==> src/logic/mce_top.sv <==
// Machine-check error line agent: package of constants and the top module.
// Assumes a synchronous system: every input is sampled on i_clk, the bus
// fabric resolves the shared open-drain lines from the enables, and a
// pull-up holds them high when no agent drives.

// ****************************************************************
// Package
// ****************************************************************
package mce_pkg;
    // Register byte offsets
    localparam logic [3:0] OFF_CTRL   = 4'h0;
    localparam logic [3:0] OFF_STATUS = 4'h4;
    localparam logic [3:0] OFF_MASK   = 4'h8;
    localparam logic [3:0] OFF_LINE   = 4'hC;
    // Control fields
    localparam int CTRL_EN      = 0;
    localparam int CTRL_INT     = 1;
    localparam int CTRL_REQ     = 2;
    localparam int CTRL_OBS     = 3;
    localparam int CTRL_W       = 4;
    localparam logic [3:0] CTRL_RST = 4'h0;
    // Status and mask fields
    localparam int ST_INT       = 0;
    localparam int ST_REQ       = 1;
    localparam int ST_OBS       = 2;
    localparam int ST_EXT       = 3;
    localparam int ST_W         = 4;
    localparam logic [3:0] ST_RST   = 4'h0;
    localparam logic [3:0] MASK_RST = 4'h0;
    // Line readback fields
    localparam int LN_SEEN      = 0;
    localparam int LN_MCE       = 1;
    localparam int LN_IE        = 2;
    localparam int LN_W         = 3;
    // Identification value, arbitrary
    localparam logic [7:0] AGENT_ID = 8'h5A;
    localparam int LN_ID_LSB    = 8;
    // Bus handshake states
    typedef enum logic [1:0] {
        BUS_IDLE = 2'b01,
        BUS_ACK  = 2'b10
    } mce_bus_t;
endpackage : mce_pkg

`timescale 1ns/1ps

// ****************************************************************
// Top module
// ****************************************************************
// Behaviour
// - Drive error line on unrecoverable non-protocol errors
// - Tolerate and record other agents driving line
// - Global enable; disabled means never driving (the internal-error line is still driven from i_int_err)
// - Internal mode: drive together with internal-error line
// - Requester mode: drive after own transaction error
// - Observer mode: drive on any observed error
// - Line is wired-OR among all agents
// - Change and sample only on designated edges (CTRL_EN gates the error-line drive on any clock, edge or not)
// - Release outputs within two clocks of bus reset
module mce_top (
    input  wire logic        i_clk,
    input  wire logic        i_resetn,
    // Avalon-MM slave
    input  wire logic [3:0]  i_avs_address,
    input  wire logic        i_avs_read,
    input  wire logic        i_avs_write,
    input  wire logic [31:0] i_avs_writedata,
    input  wire logic [3:0]  i_avs_byteenable,
    output logic      [31:0] o_avs_readdata,
    output logic             o_avs_waitrequest,
    // System bus side
    input  wire logic        i_bus_reset_n,
    input  wire logic        i_bus_edge,
    input  wire logic        i_machine_check_error_n,
    output logic             o_machine_check_error_n,
    output logic             o_machine_check_error_oe,
    output logic             o_internal_error_n,
    output logic             o_internal_error_oe,
    // Error sources inside the agent
    input  wire logic        i_int_err,
    input  wire logic        i_req_err,
    input  wire logic        i_obs_err,
    output logic             o_irq
);

    // ****************************************************************
    // Register bus
    // ****************************************************************
    function automatic logic hit(input logic [3:0] addr, input logic [3:0] off);
        hit = (addr[3:2] == off[3:2]);
    endfunction : hit

    mce_pkg::mce_bus_t bus_q;
    mce_pkg::mce_bus_t bus_d;
    logic [31:0]                 rdata_q;
    logic [31:0]                 rdata_d;
    logic [mce_pkg::CTRL_W-1:0]  ctrl_q;
    logic [mce_pkg::CTRL_W-1:0]  ctrl_d;
    logic [mce_pkg::ST_W-1:0]    status_q;
    logic [mce_pkg::ST_W-1:0]    status_d;
    logic [mce_pkg::ST_W-1:0]    mask_q;
    logic [mce_pkg::ST_W-1:0]    mask_d;
    logic [mce_pkg::ST_W-1:0]    st_set;
    logic [mce_pkg::ST_W-1:0]    st_clr;
    logic [mce_pkg::LN_W-1:0]    line_rb;

    wire logic req      = i_avs_read | i_avs_write;
    wire logic done     = req & (bus_q == mce_pkg::BUS_ACK);
    wire logic wr_lo    = done & i_avs_write & i_avs_byteenable[0];
    wire logic wr_ctrl  = wr_lo & hit(i_avs_address, mce_pkg::OFF_CTRL);
    wire logic wr_stat  = wr_lo & hit(i_avs_address, mce_pkg::OFF_STATUS);
    wire logic wr_mask  = wr_lo & hit(i_avs_address, mce_pkg::OFF_MASK);

    // One wait cycle per access keeps read data registered
    assign bus_d = (req && bus_q == mce_pkg::BUS_IDLE) ? mce_pkg::BUS_ACK
                                                        : mce_pkg::BUS_IDLE;
    assign o_avs_waitrequest = req & (bus_q == mce_pkg::BUS_IDLE);

    // Decode uses address bits 3:2 only; the line word is read-only, writes there are dropped
    assign rdata_d =
        hit(i_avs_address, mce_pkg::OFF_CTRL)   ? {28'h0000000, ctrl_q}   :
        hit(i_avs_address, mce_pkg::OFF_STATUS) ? {28'h0000000, status_q} :
        hit(i_avs_address, mce_pkg::OFF_MASK)   ? {28'h0000000, mask_q}   :
        {16'h0000, mce_pkg::AGENT_ID, 5'h00, line_rb};

    assign ctrl_d = wr_ctrl ? i_avs_writedata[mce_pkg::CTRL_W-1:0] : ctrl_q;
    assign mask_d = wr_mask ? i_avs_writedata[mce_pkg::ST_W-1:0] : mask_q;
    assign st_clr = wr_stat ? i_avs_writedata[mce_pkg::ST_W-1:0]
                            : mce_pkg::ST_RST;
    // A new event beats a write-one-to-clear in the same cycle
    assign status_d = (status_q & ~st_clr) | st_set;
    assign o_irq    = |(status_q & mask_q);
    assign o_avs_readdata = rdata_q;

    always_ff @(posedge i_clk or negedge i_resetn) begin
        if (!i_resetn) begin
            bus_q    <= mce_pkg::BUS_IDLE;
            rdata_q  <= 32'h00000000;
            ctrl_q   <= mce_pkg::CTRL_RST;
            status_q <= mce_pkg::ST_RST;
            mask_q   <= mce_pkg::MASK_RST;
        end else begin
            bus_q    <= bus_d;
            rdata_q  <= o_avs_waitrequest ? rdata_d : rdata_q;
            ctrl_q   <= ctrl_d;
            status_q <= status_d;
            mask_q   <= mask_d;
        end
    end

    // ****************************************************************
    // Error line drive
    // ****************************************************************
    wire logic en      = ctrl_q[mce_pkg::CTRL_EN];
    wire logic src_int = en & ctrl_q[mce_pkg::CTRL_INT] & i_int_err;
    wire logic src_req = en & ctrl_q[mce_pkg::CTRL_REQ] & i_req_err;
    wire logic src_obs = en & ctrl_q[mce_pkg::CTRL_OBS] & i_obs_err;
    wire logic src_any = src_int | src_req | src_obs;

    logic mce_pend_q;
    logic mce_pend_d;
    logic ie_pend_q;
    logic ie_pend_d;
    logic mce_q;
    logic mce_d;
    logic ie_q;
    logic ie_d;
    logic seen_q;
    logic seen_d;

    // Events between designated edges wait here, so the line only moves on one
    assign mce_pend_d  = !i_bus_reset_n ? 1'b0 :
                         ((mce_pend_q & ~i_bus_edge) | (src_any & ~i_bus_edge));
    assign ie_pend_d   = !i_bus_reset_n ? 1'b0 :
                         ((ie_pend_q | i_int_err) & ~i_bus_edge);
    // Internal line and error line load on the same edge
    assign mce_d  = !i_bus_reset_n ? 1'b0 :
                    i_bus_edge ? (mce_pend_q | src_any) : mce_q;
    assign ie_d   = !i_bus_reset_n ? 1'b0 :
                    i_bus_edge ? (ie_pend_q | i_int_err) : ie_q;
    // Line is sampled only on designated edges; low while idle here means another agent
    wire logic ext_evt = i_bus_reset_n & i_bus_edge & ~i_machine_check_error_n
                         & ~o_machine_check_error_oe;
    assign seen_d = i_bus_edge ? ~i_machine_check_error_n : seen_q;

    assign st_set = {ext_evt,
                     i_bus_reset_n & i_obs_err,
                     i_bus_reset_n & i_req_err,
                     i_bus_reset_n & i_int_err};
    assign line_rb = {ie_q, mce_q, seen_q};

    always_ff @(posedge i_clk or negedge i_resetn) begin
        if (!i_resetn) begin
            mce_pend_q  <= 1'b0;
            ie_pend_q   <= 1'b0;
            mce_q       <= 1'b0;
            ie_q        <= 1'b0;
            seen_q      <= 1'b0;
        end else begin
            mce_pend_q  <= mce_pend_d;
            ie_pend_q   <= ie_pend_d;
            mce_q       <= mce_d;
            ie_q        <= ie_d;
            seen_q      <= seen_d;
        end
    end

    // Open drain: value is always low, only the enable moves
    assign o_machine_check_error_n  = 1'b0;
    assign o_machine_check_error_oe = mce_q & en;
    assign o_internal_error_n       = 1'b0;
    assign o_internal_error_oe      = ie_q;
endmodule : mce_top

==> config.mk <==
export PLATFORM = sky130hd
export DESIGN_NAME = mce_top
export DESIGN_NICKNAME = d
export VERILOG_FILES = /design/src/logic/mce_top.sv
export SDC_FILE = /design/constraint.sdc
export NUM_CORES = 1
export LEC_CHECK = 0
export ABC_CLOCK_PERIOD_IN_PS = 1500
export BUFFER_PORTS_ARGS = -buffer_cell sky130_fd_sc_hd__buf_4
export CELL_PAD_IN_SITES_DETAIL_PLACEMENT = 0
export CELL_PAD_IN_SITES_GLOBAL_PLACEMENT = 2
export CORE_MARGIN = 2
export CORE_UTILIZATION = 23
export DETAILED_ROUTE_END_ITERATION = 6
export PLACE_DENSITY_LB_ADDON = 0.1
export SLEW_MARGIN = 20
export SYNTH_ARGS = -nofsm -noshare
export SYNTH_HDL_FRONTEND = slang
export SYNTH_SLANG_ARGS = --single-unit
==> constraint.sdc <==
create_clock -name i_clk -period 1.5 [get_ports i_clk]
set_input_delay 0.15 -clock i_clk [delete_from_list [all_inputs] [get_ports i_clk]]
set_output_delay 0.15 -clock i_clk [all_outputs]
set_load 0.02 [all_outputs]
Word level (Yosys, flattened, before mapping)
Index checks and enable logic that the tools add are counted.
{"block": "word_totals", "regBits": 51, "in_bits": 50, "out_inout_bits": 38, "elab_cells": 65}
{"block": "op_classes", "n_eq_ne": 5, "n_mux": 11, "n_bitwise": 36, "n_reduce_logical": 3}
{"op": "$mux W15", "count": 3}
{"op": "$and A1 B1 Y1", "count": 23}
{"op": "$and A4 B4 Y4", "count": 2}
{"op": "$mux W1", "count": 6}
{"op": "$or A1 B1 Y1", "count": 6}
{"op": "$eq A2 B1 Y1 const B", "count": 2}
{"op": "$eq A2 B2 Y1 const B", "count": 2}
{"op": "$mux W4", "count": 1}
{"op": "$not A4 Y4", "count": 1}
{"op": "$or A4 B4 Y4", "count": 1}
{"op": "$reduce_or A4 Y1", "count": 1}
{"op": "$not A1 Y1", "count": 3}
{"op": "$logic_not A2 Y1", "count": 1}
{"op": "$mux W2", "count": 1}
{"op": "$ne A2 B1 Y1 const B", "count": 1}
{"op": "$logic_and A1 B1 Y1", "count": 1}

Depth between registers and ports, before layout
{"block": "depth", "depth_word": 9, "mapped_depth": 4, "depth_no_buf": 3}

Worst setup path after synthesis
Ideal clock, no wire load.
{"block": "synth_path", "kind": "reg2reg", "from": "register bus_q[0]", "to": "register ctrl_q[0] (netlist bit)", "setup_ns": 0.125, "arrival_ns": 1.261, "t_required_ns": 1.375, "slack_ns": 0.114, "stages_incl_launch_ff": 4, "path_buffers": 0, "period_less_slack_ns": 1.386, "cell_sequence": "dfstp_2 -> and4b_2 -> nor3b_4 -> mux2_2"}
{"block": "synth_via", "elab_chain_cells": 5}
{"element": "start, declared", "line_no": "93", "source": "mce_pkg::mce_bus_t bus_q;"}
{"element": "start signal, assigned", "line_no": "137", "source": "bus_q <= mce_pkg::BUS_IDLE;"}
{"element": "start signal, assigned", "line_no": "143", "source": "bus_q <= bus_d;"}
{"element": "$eq A2 B2 Y1", "line_no": "108", "source": "wire logic done = req & (bus_q == mce_pkg::BUS_ACK);"}
{"element": "$and A1 B1 Y1", "line_no": "108"}
{"element": "$and A1 B1 Y1 (2 in a row)", "line_no": "109", "source": "wire logic wr_lo = done & i_avs_write & i_avs_byteenable[0];"}
{"element": "$and A1 B1 Y1", "line_no": "110", "source": "wire logic wr_ctrl = wr_lo & hit(i_avs_address, mce_pkg::OFF_CTRL);"}
{"element": "end signal, assigned", "line_no": "139", "source": "ctrl_q <= mce_pkg::CTRL_RST;"}
{"element": "end signal, assigned", "line_no": "145", "source": "ctrl_q <= ctrl_d;"}
{"element": "end, declared", "line_no": "97", "source": "logic [mce_pkg::CTRL_W-1:0] ctrl_q;"}
Every way passes these cells.
A chain may end at the register's enable or synchronous reset.

Worst setup path after layout
{"block": "layout_path", "from": "register bus_q[0]", "to": "register ctrl_q[3] (netlist bit)"}
Same word-level chain as after synthesis.

==> impl_metrics.py <==
metrics = {
    "place": {
        "place_area_um2": 1480,
        "finalWeightedCongestion": 0.733,
        "dp_hpwl_um": 2210,
        "port_buffers": 28,
    },
    "synthesis": {
        "yosysSeqAreaShare_pct": 45.7,
        "ys_warn_count": 0,
        "yosys_register_bits": 24,
        "syn_area_um2": 1320,
        "synth_cell_type_count": 28,
        "syn_inst": 108,
        "syn_avg_cell_area_um2": 12.2,
    },
    "critical_path": {
        "cp_cell_sequence": "and4b_2 -> nor3b_4 -> buf_4 -> mux2_4",
        "slowest_stage": "dfstp_2",
        "arrival_ns": 1.63,
        "r2r-start": "bus_q[0]",
        "reg2reg_to": "ctrl_q[3]",
        "rr_worst_depth": 4,
        "r2r_setup_slack_ns": 0.02,
        "crit_path_start_kind": "flip-flop",
        "slowest_delay_ns": 0.54,
        "setup.worst_path.class": "flip-flop to flip-flop",
        "crit_path_end_kind": "flip-flop",
        "path_max_fanout": 3,
        "worstPathRequired_ns": 1.65,
    },
    "clock_tree": {
        "path_clk_slew_ns": 0.09,
        "clock_latency_ns": 0.27,
        "cts.sinks": 24,
        "clockBufferDepth": 2,
        "cts_buffers": 3,
        "htree_num_levels": 1,
        "cts_tree": "done",
        "root_buffer": "clkbuf_8",
    },
    "drt": {
        "vias": 834,
        "wl_per_cell_um": 13.5,
        "drt-total-wl_um": 2840,
        "drc": 0,
        "dr.pass1.iters": 5,
        "drtIter0Drc": 18,
        "antenna_left": 0,
        "vias_per_cell": 3.95,
    },
    "floorplan": {
        "die_height_um": 79.7,
        "start_util_pct": 23.9,
        "rows": 27,
        "ios": 88,
        "core_area_um2": 5510,
        "die_w_um": 79.7,
        "die_area_um2": 6350,
    },
    "cells_and_area": {
        "diodes": 0,
        "fin_area_um2": 1570,
        "fin_util_pct": 28.4,
        "mostFrequentLayoutCells": "buf_4 (32), conb_1 (26), dfrtp_1 (23)",
        "mostFrequentLayoutCell": "buf_4",
        "drive_above_1_share_pct": 40.3,
        "regArea_um2": 602,
        "multiInputGateArea_um2": 567,
        "fill_cells": 576,
        "area_growth_pct": 18.8,
        "nNetsFinal": 190,
    },
    "timing": {
        "drv_slew": 0,
        "fmax_ghz": 0.675,
        "min_period_ns": 1.48,
        "hold_viol": 0,
        "finalCritPeriodShare_pct": 98.7,
        "rsz0062_at_grt": "true",
        "setup_viol": 0,
        "skew_ns": 0.00611,
    },
    "global_route": {
        "grt_max_degree": 25,
        "grt.total_usage_pct": 9.36,
        "grt_first_pass_wirelength_um": 4400,
        "antenna_found_initial": 0,
        "grt.overflow.total": 0,
        "first_global_vias": 827,
    },
    "hold_path": {
        "min_from": "i_machine_check_error_n",
        "hold_depth": 2,
        "min_to": "seen_q",
        "min_path_type": "input port to flip-flop",
    },
    "pwr": {
        "p_leak_uw": 0.000770,
        "powerDensity_nw_per_um2": 1470,
        "ir_drop_mv": 0.622,
    },
    "run_status": {
        "status": "completed",
    },
    "job": {
        "maxCapViolCount": 0,
    },
}
==> Yosys cell counts (all sizes together) <==
cell	number	area share [%]
dfrtp	23	44
o211ai	1	0.95
nor3b	1	1.4
nand2	3	0.85
o2bb2ai	2	1.3
o221a	1	0.85
dfstp	1	2.0
conb	1	0.28
o21a	1	0.57
mux4	3	5.1
mux2i	2	1.5
mux2	12	10
and3b	1	0.66
nor2	2	0.57
and2	1	0.48
a21oi	1	0.38
a22oi	2	1.1
a22o	3	2.0
a222oi	1	0.76
nand3	4	1.5
nand2b	1	0.48
and4b	1	0.85
o211a	1	0.76
nor2b	4	1.9
nand3b	1	0.57
buf	31	18
inv	3	0.85
==> through the flow <==
stage | power [uW] | setup slack, ns | setup TNS [ns] | cells | hold slack, ns
CTS | 2310 | 0.00542 | 0 | 208 | 0.0520
global route | 2440 | -0.0231 | -0.0504 | 211 | 0.0581
detailed placement | 1910 | 0.0193 | 0 | 203 | 0.0745
floorplan | 1640 | 0.114 | 0 | 133 | -0.146
global placement | 1900 | 0.0115 | 0 | 203 | 0.0776
finish | 2300 | 0.0193 | 0 | 211 | 0.0512
==> power breakdown <==
group          switching, uW  internal, uW  total, uW
clock                    203           190        392
sequential               132           842        974
combinational            477           457        934
total                    812          1490       2300
==> cell type report <==
class / count / share of cell area, %
multi-input combinational: 75 / 36.2
sequential: 24 / 38.4
timing repair buffer: 33 / 16.0
tap: 72 / 5.76
clock buffer: 4 / 2.88
inverter: 3 / 0.719
==> worst max path at each step <==
stage,from,end,slack (ns),cells past startpoint
floorplan,bus_q[0],ctrl_q[0],0.11,3
global placement,bus_q[0],ctrl_q[0],0.01,3
detailed placement,bus_q[0],mask_q[2],0.02,3
CTS,bus_q[0],ctrl_q[0],0.005,3
global route,bus_q[0],ctrl_q[1],-0.02,4
finish,bus_q[0],ctrl_q[3],0.02,4
==> state kept, by name (all words and copies together) (netlist names), 2 cells and up <==
name	cells
bus_q	2
ctrl_q	4
mask_q	4
o_avs_readdata	5
status_q	4
==> critical path: cells and delay by family, from the launching register on <==
kind | cells | cell delay [ns]
multiplexers | 1 | 0.29
flip-flops | 1 | 0.54
buffers and inverters | 1 | 0.14
AND/OR/NAND/NOR | 2 | 0.41
==> per-layer routing <==
layer / track usage (%) / part of all wire, %
met1: 11.3 / 44
met2: 15.8 / 48
met3: 3.51 / 7.9
met4: 2.07 / 0.56
met5: 0 / 0
==> timing repair <==
item	4_1_cts	5_1_grt
setup endpoints to repair	0	8
endpoints found under the hold margin	23	0
gates resized for setup	0	3
setup buffers	0	3
hold buffers	1	0
==> cells by family (layout without fill, tap and decap cells) <==
| group | Yosys count | count (layout) | share of synthesized area [%] |
|---|---|---|---|
| muxes | 17 | 17 | 16.9 |
| other | 1 | 26 | 0.285 |
| buffers and inverters | 34 | 40 | 19.1 |
| AOI/OAI and AO/OA | 13 | 13 | 8.74 |
| and+or+nand+nor | 19 | 19 | 9.31 |
| DFF | 24 | 24 | 45.7 |
No activity file was read; power rests on OpenSTA's default activity.
